$ cat src/inc/gpc_pkg.sv
// Constants for the three-port GPIO block: register indices, field positions and reset values.
// Assumes a single core clock and an AXI4-Lite master that uses byte address = 4 * index.
// Contract
// - Second port is eight bits with direction
// - Direction one floats the second-port pin
// - Direction zero drives the output latch
// - Option bit 7 low enables all pull-ups
// - Output pins never get a pull-up
// - Pull-ups start disabled after power-on
// - Only upper four input pins detect change
// - Compare inputs against snapshot from last read
// - OR of mismatches sets change flag
// - Port change may wake halted processor
// - Persisting mismatch keeps setting the flag
// - Any second-port data access refreshes snapshot
// - Lowest pin is edge-selectable external interrupt
// - Third port has five individually directed pins
// - Enabled peripheral overrides third-port direction
// - First port latch and direction reset values
// - Second port direction and option reset ones
// - Unimplemented bits always read as zero
// - Port reads pins, writes go to latch
// - First port bit 4 open drain, timer input
// - Shared analog pins start as analog inputs
`default_nettype none
package gpc_pkg;
    localparam int ADDR_W = 12;
    localparam logic [7:0] IDX_FIRST_DATA = 8'h05;
    localparam logic [7:0] IDX_SECOND_DATA = 8'h06;
    localparam logic [7:0] IDX_THIRD_DATA = 8'h07;
    localparam logic [7:0] IDX_OPTION = 8'h81;
    localparam logic [7:0] IDX_FIRST_DIR = 8'h85;
    localparam logic [7:0] IDX_SECOND_DIR = 8'h86;
    localparam logic [7:0] IDX_THIRD_DIR = 8'h87;
    localparam logic [7:0] IDX_ANALOG_CFG = 8'h9f;
    localparam logic [7:0] IDX_INT_CTRL = 8'hf0;
    localparam logic [7:0] RST_OPTION = 8'hff;
    localparam logic [7:0] RST_SECOND_DIR = 8'hff;
    localparam logic [7:0] RST_SECOND_LATCH = 8'h00;
    localparam logic [5:0] RST_FIRST_DIR = 6'h3f;
    localparam logic [5:0] RST_FIRST_LATCH = 6'h00;
    localparam logic [4:0] RST_THIRD_DIR = 5'h1f;
    localparam logic [4:0] RST_THIRD_LATCH = 5'h00;
    localparam logic [2:0] RST_ANALOG = 3'h0;
    localparam int OPT_PULLUP_N_BIT = 7;
    localparam int OPT_EDGE_BIT = 6;
    localparam int INT_CHANGE_FLAG_BIT = 0;
    localparam int INT_EXT_FLAG_BIT = 1;
    localparam int INT_CHANGE_EN_BIT = 3;
    localparam int INT_EXT_EN_BIT = 4;
    localparam int OPEN_DRAIN_BIT = 4;
    localparam logic [1:0] ANALOG_DIGITAL_HI = 2'h3;
    localparam logic [5:0] ANALOG_PIN_MASK = 6'h2f;
    localparam logic [1:0] RESP_OKAY = 2'h0;
    localparam logic [1:0] RESP_SLVERR = 2'h2;
endpackage
`default_nettype wire

$ cat src/rtl/gpc_ports.sv
// Three GPIO ports with pull-ups, change detection and an edge interrupt, behind AXI4-Lite.
// Assumes pins arrive asynchronously; peripheral override inputs are on sys_clk.
`timescale 1ns/100ps
`default_nettype none
module gpc_ports
(
    input wire logic sys_clk,
    input wire logic rst,
    input wire logic [gpc_pkg::ADDR_W-1:0] awaddr,
    input wire logic awvalid,
    output logic awready,
    input wire logic [31:0] wdata,
    input wire logic [3:0] wstrb,
    input wire logic wvalid,
    output logic wready,
    output logic [1:0] bresp,
    output logic bvalid,
    input wire logic bready,
    input wire logic [gpc_pkg::ADDR_W-1:0] araddr,
    input wire logic arvalid,
    output logic arready,
    output logic [31:0] rdata,
    output logic [1:0] rresp,
    output logic rvalid,
    input wire logic rready,
    input wire logic [5:0] firstPortIn,
    output logic [5:0] firstPortOut,
    output logic [5:0] firstPortOeN,
    input wire logic [7:0] secondPortIn,
    output logic [7:0] secondPortOut,
    output logic [7:0] secondPortOeN,
    output logic [7:0] secondPortPullupEn,
    input wire logic [4:0] thirdPortIn,
    output logic [4:0] thirdPortOut,
    output logic [4:0] thirdPortOeN,
    input wire logic [4:0] thirdPeriphSel,
    input wire logic [4:0] thirdPeriphDrive,
    input wire logic [4:0] thirdPeriphData,
    output logic timerClockPin,
    output logic portChangeFlag,
    output logic extIntFlag,
    output logic wakeFromHalt
);
    typedef struct packed {
        logic [gpc_pkg::ADDR_W-1:0] awAddr;
        logic awHeld;
        logic [7:0] wData;
        logic wStrb0;
        logic wHeld;
        logic bValid;
        logic [1:0] bResp;
        logic rValid;
        logic [1:0] rResp;
        logic [7:0] rData;
        logic [5:0] firstLatch;
        logic [5:0] firstDir;
        logic [7:0] secondLatch;
        logic [7:0] secondDir;
        logic [4:0] thirdLatch;
        logic [4:0] thirdDir;
        logic [7:0] option;
        logic [2:0] analogCfg;
        logic changeFlag;
        logic extFlag;
        logic changeEnable;
        logic extEnable;
        logic [3:0] snapshot;
        logic [5:0] firstSync1;
        logic [5:0] firstSync2;
        logic [7:0] secondSync1;
        logic [7:0] secondSync2;
        logic [4:0] thirdSync1;
        logic [4:0] thirdSync2;
        logic extPrev;
    } gpc_state_t;

    gpc_state_t s;
    gpc_state_t next_s;
    logic [3:0] mismatchBits;
    logic mismatch;
    logic extEdge;
    logic [5:0] firstPinRead;

    function automatic logic [7:0] gpc_third_pack(input logic [4:0] v);
        return {v[4:3], 3'b000, v[2:0]};
    endfunction

    function automatic logic [4:0] gpc_third_unpack(input logic [7:0] v);
        return {v[7:6], v[2:0]};
    endfunction

    // Upper-nibble inputs against the snapshot; output pins are masked off
    assign mismatchBits = (s.secondSync2[7:4] ^ s.snapshot) & s.secondDir[7:4];
    assign mismatch = |mismatchBits;
    // Edge select: one picks rising, zero picks falling
    assign extEdge = s.option[gpc_pkg::OPT_EDGE_BIT]
                   ? (s.secondSync2[0] & ~s.extPrev)
                   : (~s.secondSync2[0] & s.extPrev);
    // Pins left analog read as zero until software selects digital
    assign firstPinRead = (s.analogCfg[2:1] == gpc_pkg::ANALOG_DIGITAL_HI)
                        ? s.firstSync2
                        : (s.firstSync2 & ~gpc_pkg::ANALOG_PIN_MASK);

    always_comb
    begin
        logic [7:0] widx;
        logic [7:0] ridx;
        logic portTouched;
        logic [7:0] intRead;
        widx = s.awAddr[9:2];
        ridx = araddr[9:2];
        portTouched = 1'b0;
        intRead = 8'h00;
        intRead[gpc_pkg::INT_CHANGE_FLAG_BIT] = s.changeFlag;
        intRead[gpc_pkg::INT_EXT_FLAG_BIT] = s.extFlag;
        intRead[gpc_pkg::INT_CHANGE_EN_BIT] = s.changeEnable;
        intRead[gpc_pkg::INT_EXT_EN_BIT] = s.extEnable;
        next_s = s;
        next_s.firstSync1 = firstPortIn;
        next_s.firstSync2 = s.firstSync1;
        next_s.secondSync1 = secondPortIn;
        next_s.secondSync2 = s.secondSync1;
        next_s.thirdSync1 = thirdPortIn;
        next_s.thirdSync2 = s.thirdSync1;
        next_s.extPrev = s.secondSync2[0];
        if (awvalid && awready)
        begin
            next_s.awAddr = awaddr;
            next_s.awHeld = 1'b1;
        end
        if (wvalid && wready)
        begin
            next_s.wData = wdata[7:0];
            next_s.wStrb0 = wstrb[0];
            next_s.wHeld = 1'b1;
        end
        if (s.bValid && bready)
        begin
            next_s.bValid = 1'b0;
        end
        // Write executes once both halves are held; bus stalls until the response drains
        if (s.awHeld && s.wHeld && !s.bValid)
        begin
            next_s.awHeld = 1'b0;
            next_s.wHeld = 1'b0;
            next_s.bValid = 1'b1;
            next_s.bResp = gpc_pkg::RESP_OKAY;
            if (s.awAddr[11:10] != 2'b00)
            begin
                next_s.bResp = gpc_pkg::RESP_SLVERR;
            end
            else if (widx == gpc_pkg::IDX_FIRST_DATA)
            begin
                // Writes land in the latch; reads see pins, so bit ops act as read-modify-write
                if (s.wStrb0)
                    next_s.firstLatch = s.wData[5:0];
            end
            else if (widx == gpc_pkg::IDX_SECOND_DATA)
            begin
                portTouched = 1'b1;
                if (s.wStrb0)
                    next_s.secondLatch = s.wData;
            end
            else if (widx == gpc_pkg::IDX_THIRD_DATA)
            begin
                if (s.wStrb0)
                    next_s.thirdLatch = gpc_third_unpack(s.wData);
            end
            else if (widx == gpc_pkg::IDX_OPTION)
            begin
                if (s.wStrb0)
                    next_s.option = s.wData;
            end
            else if (widx == gpc_pkg::IDX_FIRST_DIR)
            begin
                if (s.wStrb0)
                    next_s.firstDir = s.wData[5:0];
            end
            else if (widx == gpc_pkg::IDX_SECOND_DIR)
            begin
                if (s.wStrb0)
                    next_s.secondDir = s.wData;
            end
            else if (widx == gpc_pkg::IDX_THIRD_DIR)
            begin
                // Stored value is kept even under override, so a read-modify-write
                // would copy the peripheral's state only if software read the pins
                if (s.wStrb0)
                    next_s.thirdDir = gpc_third_unpack(s.wData);
            end
            else if (widx == gpc_pkg::IDX_ANALOG_CFG)
            begin
                if (s.wStrb0)
                    next_s.analogCfg = s.wData[2:0];
            end
            else if (widx == gpc_pkg::IDX_INT_CTRL)
            begin
                if (s.wStrb0)
                begin
                    next_s.changeFlag = s.wData[gpc_pkg::INT_CHANGE_FLAG_BIT];
                    next_s.extFlag = s.wData[gpc_pkg::INT_EXT_FLAG_BIT];
                    next_s.changeEnable = s.wData[gpc_pkg::INT_CHANGE_EN_BIT];
                    next_s.extEnable = s.wData[gpc_pkg::INT_EXT_EN_BIT];
                end
            end
            else
            begin
                next_s.bResp = gpc_pkg::RESP_SLVERR;
            end
        end
        if (s.rValid && rready)
        begin
            next_s.rValid = 1'b0;
        end
        if (arvalid && arready)
        begin
            next_s.rValid = 1'b1;
            next_s.rResp = gpc_pkg::RESP_OKAY;
            next_s.rData = 8'h00;
            // Narrow registers fill the low bits, the third port bits 7,6,2,1,0; the rest reads zero
            if (araddr[11:10] != 2'b00)
                next_s.rResp = gpc_pkg::RESP_SLVERR;
            else if (ridx == gpc_pkg::IDX_FIRST_DATA)
                next_s.rData = {2'b00, firstPinRead};
            else if (ridx == gpc_pkg::IDX_SECOND_DATA)
            begin
                next_s.rData = s.secondSync2;
                portTouched = 1'b1;
            end
            else if (ridx == gpc_pkg::IDX_THIRD_DATA)
                next_s.rData = gpc_third_pack(s.thirdSync2);
            else if (ridx == gpc_pkg::IDX_OPTION)
                next_s.rData = s.option;
            else if (ridx == gpc_pkg::IDX_FIRST_DIR)
                next_s.rData = {2'b00, s.firstDir};
            else if (ridx == gpc_pkg::IDX_SECOND_DIR)
                next_s.rData = s.secondDir;
            else if (ridx == gpc_pkg::IDX_THIRD_DIR)
                next_s.rData = gpc_third_pack(s.thirdDir);
            else if (ridx == gpc_pkg::IDX_ANALOG_CFG)
                next_s.rData = {5'b00000, s.analogCfg};
            else if (ridx == gpc_pkg::IDX_INT_CTRL)
                next_s.rData = intRead;
            else
                next_s.rResp = gpc_pkg::RESP_SLVERR;
        end
        // Snapshot takes the pin levels seen by the access, ending the mismatch
        if (portTouched)
            next_s.snapshot = s.secondSync2[7:4];
        // Sets come after any software write so they win in the same cycle
        if (mismatch)
            next_s.changeFlag = 1'b1;
        if (extEdge)
            next_s.extFlag = 1'b1;
    end

    always_ff @(posedge sys_clk or posedge rst)
    begin
        if (rst)
        begin
            s <= '0;
            s.option <= gpc_pkg::RST_OPTION;
            s.secondDir <= gpc_pkg::RST_SECOND_DIR;
            s.secondLatch <= gpc_pkg::RST_SECOND_LATCH;
            s.firstDir <= gpc_pkg::RST_FIRST_DIR;
            s.firstLatch <= gpc_pkg::RST_FIRST_LATCH;
            s.thirdDir <= gpc_pkg::RST_THIRD_DIR;
            s.thirdLatch <= gpc_pkg::RST_THIRD_LATCH;
            s.analogCfg <= gpc_pkg::RST_ANALOG;
        end
        else
        begin
            s <= next_s;
        end
    end

    assign awready = !s.awHeld && !s.bValid;
    assign wready = !s.wHeld && !s.bValid;
    assign bvalid = s.bValid;
    assign bresp = s.bResp;
    assign arready = !s.rValid;
    assign rvalid = s.rValid;
    assign rresp = s.rResp;
    assign rdata = {24'h000000, s.rData};

    // Open-drain bit only ever pulls low
    assign firstPortOut = {s.firstLatch[5], 1'b0, s.firstLatch[3:0]};
    assign firstPortOeN = {s.firstDir[5],
                           s.firstDir[gpc_pkg::OPEN_DRAIN_BIT]
                           | s.firstLatch[gpc_pkg::OPEN_DRAIN_BIT],
                           s.firstDir[3:0]};
    // Timer clock taps the synchronised pin, so it is usable even while the pin drives
    assign timerClockPin = s.firstSync2[gpc_pkg::OPEN_DRAIN_BIT];

    assign secondPortOut = s.secondLatch;
    assign secondPortOeN = s.secondDir;
    // Pull-ups only on input pins, all under one enable
    assign secondPortPullupEn = {8{~s.option[gpc_pkg::OPT_PULLUP_N_BIT]}} & s.secondDir;

    genvar gi;
    generate
        for (gi = 0; gi < 5; gi++)
        begin : g_third
            // Override holds only while the peripheral stays selected
            assign thirdPortOeN[gi] = thirdPeriphSel[gi] ? ~thirdPeriphDrive[gi] : s.thirdDir[gi];
            assign thirdPortOut[gi] = thirdPeriphSel[gi] ? thirdPeriphData[gi] : s.thirdLatch[gi];
        end
    endgenerate

    assign portChangeFlag = s.changeFlag;
    assign extIntFlag = s.extFlag;
    // Wake is a level; the core decides whether it is halted
    assign wakeFromHalt = (s.changeFlag & s.changeEnable) | (s.extFlag & s.extEnable);
endmodule
`default_nettype wire

$ cat config.mk
export PLATFORM = sky130hd
export DESIGN_NAME = gpc_ports
export DESIGN_NICKNAME = d
export VERILOG_FILES = /design/src/inc/gpc_pkg.sv /design/src/rtl/gpc_ports.sv
export SDC_FILE = /design/constraint.sdc
export NUM_CORES = 1
export LEC_CHECK = 0
export BUFFER_PORTS_ARGS = -buffer_cell sky130_fd_sc_hd__buf_2
export CORE_ASPECT_RATIO = 0.75
export CORE_UTILIZATION = 40
export CTS_BUF_LIST = sky130_fd_sc_hd__clkbuf_16
export CTS_CLUSTER_DIAMETER = 80
export DETAILED_ROUTE_END_ITERATION = 7
export GPL_ROUTABILITY_DRIVEN = 0
export GPL_TIMING_DRIVEN = 1
export HOLD_SLACK_MARGIN = 0.08
export PLACE_DENSITY = 0.68
export SETUP_SLACK_MARGIN = 0.4
export SLEW_MARGIN = 40
export SYNTH_ARGS = -nofsm -noshare
export SYNTH_HDL_FRONTEND = slang
export SYNTH_SLANG_ARGS = --single-unit
$ cat constraint.sdc
create_clock -name sys_clk -period 3.5 [get_ports sys_clk]
set_input_delay 0.175 -clock sys_clk [delete_from_list [all_inputs] [get_ports sys_clk]]
set_output_delay 0.175 -clock sys_clk [all_outputs]
set_load 0.01 [all_outputs]
==> summary.txt <==
Status
  • Status: finished clean

Power
  • Net Sw Frac: 0.285
  • Final Power: 4470 µW
  • Maximum vdd drop: 0.000393 V
  • Sequential share of power: 0.442
  • Psw: 1270 µW
  • Combinational Power Share: 0.145
  • Pwr dens: 587 mW/mm²
  • P_leak: 0.00353 µW
  • Clk network pwr share: 0.413
  • P_int: 3200 µW

Clocking
  • Num CTS Buffers: 17
  • TritonCTS clock tree: built
  • Clk buf depth: 2
  • Clk root buf: clkbuf_16
  • Clk slew on worst S/H paths: 60 ps
  • Post-cts resize count: 0
  • Sink Count: 129
  • Clock latency on the worst-skew pair: 420 ps
  • H-tree levels: 4

Final layout
  • Post-Layout Inst Area: 0.00763 mm²
  • Nets: 739
  • Commonest non-fill, non-tap cell in the layout: buf_2
  • Non-filler cells, final: 850
  • End-of-flow core utilization: 0.519
  • Fill count: 1262
  • Most frequent cells in the layout: buf_2, dfrtp_1, mux2_2
  • Area delta synth->final: 24.9%
  • Share of cells above drive strength 1: 0.442
  • Antenna Cells: 0

Place
  • Post-detail-place hpwl: 10.4 mm
  • Placed cells: 776
  • Count of input and output buffers: 133
  • Placed Area: 0.00658 mm²

Detailed routing
  • Vias: 4274
  • Routed wire length: 14.5 mm
  • Routed Antenna Nets: 0
  • DR iter-0 viols: 244
  • Drt pass-1 iters: 5
  • DR vias/cell: 5.03
  • Residual DRC: 0
  • Routed wire per std cell: 17.1 µm

GRT
  • Largest net degree at the start of global routing: 130
  • Vias in the first global route: 4272
  • Total GRT Usage: 0.197
  • Initial antenna violation count: 0
  • First-pass GRT wire length: 22.7 mm
  • Grt ovf: 0

STA
  • Setup Viol. Count Final: 0
  • Worst-margin pin slew: 773 ps
  • Clock skew: 9.01 ps
  • Tcrit/Tclk final: 0.685
  • Max Slew Vio Count: 0
  • Unrepaired setup endpoints after global routing: no
  • Tmin final: 2400 ps
  • FMAX: 417 MHz
  • Slew Limit Headroom: 0.484
  • Hold Fails Final Rpt: 0
  • Final setup TNS: 0 ps

Worst setup path
  • Slowest cell on the critical path: nor2b_1
  • Buf/Inv on CP: 0
  • Req. time, crit path: 3840 ps
  • Critical Path End Type: flip-flop
  • Crit path largest cell delay: 640 ps
  • Worst-path fanout max: 8
  • WS Path Type: flip-flop to flip-flop
  • Cell family with most CP delay: simple AND/OR/NAND/NOR gates
  • Crit path arrival time: 2740 ps
  • Critical path startpoint category: flip-flop
  • Reg2reg setup slack: 1100 ps
  • Worst path cell trace: and3b_1 -> and3_1 -> nand3_2 -> nor2b_1 -> mux2_2

Die
  • Rows: 38
  • Initial Util: 0.416
  • Core area: 0.0147 mm²
  • IO Pins: 192
  • Die outline width: 145 µm
  • Die ar.: 0.0158 mm²
  • Die H: 109 µm

Yosys
  • Top-area cell type share of the netlist area: 0.418
  • #FFs+latches synth: 129
  • Syn Area/Cell: 12.3 µm²
  • Sequential area share after synthesis: 0.534
  • Largest cells by area after synthesis: dfrtp_1, mux2_2, dfstp_2, buf_4, nor2b_1
  • Synthesized instance count: 497
  • Cell accounting for the most synthesized area: dfrtp_1
  • Post-synth EDFFs: 0
  • Most used DFF post-synth: dfrtp_1
  • Yosys warnings: 0
  • Async S/R FF share, synth: 1.00
  • Synth cell types: 63
  • Mapped Area: 0.00611 mm²

Flow run
  • Max_cap viols: 0

Min path
  • Hold WC Path Type: input pin to flip-flop
==> routing by layer <==
metal | part of all wire | vias to the layer above | track usage | routed length, µm
li1 | - | 1977 | - | -
met1 | 0.47 | 2114 | 0.272 | 6860
met2 | 0.45 | 168 | 0.300 | 6600
met3 | 0.060 | 15 | 0.0531 | 866
met4 | 0.013 | 0 | 0.0609 | 193
met5 | 0 | - | 0 | 0
==> state kept, by name, summed over array words and instances, names as in the netlist, 5 cells and up <==
| signal | cells |
|---|---|
| firstPortOeN | 5 |
| rdata | 8 |
| firstPortOut | 5 |
| secondPortOeN | 8 |
| next_s | 20 |
| s | 68 |
| secondPortOut | 8 |
==> Yosys cell counts (all sizes together), types with 2 or more instances <==
master   instances
a2111oi          2
a21oi           18
nor4b            2
nand2b           6
o211ai           2
dfrtp          102
clkbuf           7
and3             2
nand2           16
o2bb2ai          2
mux2            80
or2              2
dfstp           27
and3b            2
o211a            2
o22ai            3
buf             76
or3              2
mux2i            6
nor3b            4
a2bb2oi          2
nand4            4
o21ai            8
nor2            24
nand3            6
a22o             6
o21a             2
a31oi            7
nor4             6
nor3             9
xor2             4
nor2b           17
o31ai            3
inv              7
o22a             2
a22oi            9
nand4b           3
==> final cells by class <==
cell class                 instances  area (µm²)  area share
tap                              200         250      0.0328
multi-input combinational        304        2340       0.307
clock inverter                    14         190      0.0249
sequential                       129        3260       0.428
inverter                           7        30.0     0.00394
clock buffer                      17         425      0.0558
timing repair buffer             179        1130       0.148
==> worst paths after layout <==
path	start	endpoint	cells past startpoint
min in group asynchronous	rst	rvalid$_DFFE_PP0P_	4
max reg2reg	bvalid$_DFFE_PP0P_	secondPortOeN[4]$_DFFE_PP1P_	5
max in group asynchronous	rst	next_s[31]$_DFF_PP0_	4
min reg2reg	next_s[28]$_DFF_PP0_	s[28]$_DFF_PP0_	0
min	araddr[11]	rdata[2]$_DFFE_PP0P_	4
max	bvalid$_DFFE_PP0P_	secondPortOeN[4]$_DFFE_PP1P_	5
==> power groups by stage <==
stage	logic, µW	clock network (µW)	registers (µW)
finish	647	1850	1980
global route	714	1950	2010
CTS	651	1880	1970
detailed placement	611	0	2000
global placement	582	0	1980
floorplan	524	0	1860
==> timing repair <==
action                                  4_1_cts  5_1_grt
hold buffers                                 43        0
endpoints found under the setup margin        0        0
endpoints found under the hold margin       144        0
setup buffers                                 0        0
==> per-stage QoR <==
| step | hold slack (ps) | setup WS (ps) |
|---|---|---|
| 2_1_floorplan | 206 | 1520 |
| 3_5_place_dp | 284 | 1140 |
| 4_1_cts | 105 | 1120 |
| 3_3_place_gp | 285 | 1140 |
| 5_1_grt | 149 | 978 |
| 6_report | 132 | 1100 |
==> worst min-delay path, stage by stage <==
cell     delay (ps)
buf_2            80
nor3_1           90
nand2_1          70
o31ai_1          70
==> logic make-up after synthesis <==
logic type,share of synthesized area
other,0.000614
AND/OR/NAND/NOR,0.113
XOR/XNOR,0.00574
AO/OA/AOI/OAI,0.0881
multiplexers,0.157
flip-flops,0.534
buffers and inverters,0.101
No activity file was read; power rests on OpenSTA's default activity.
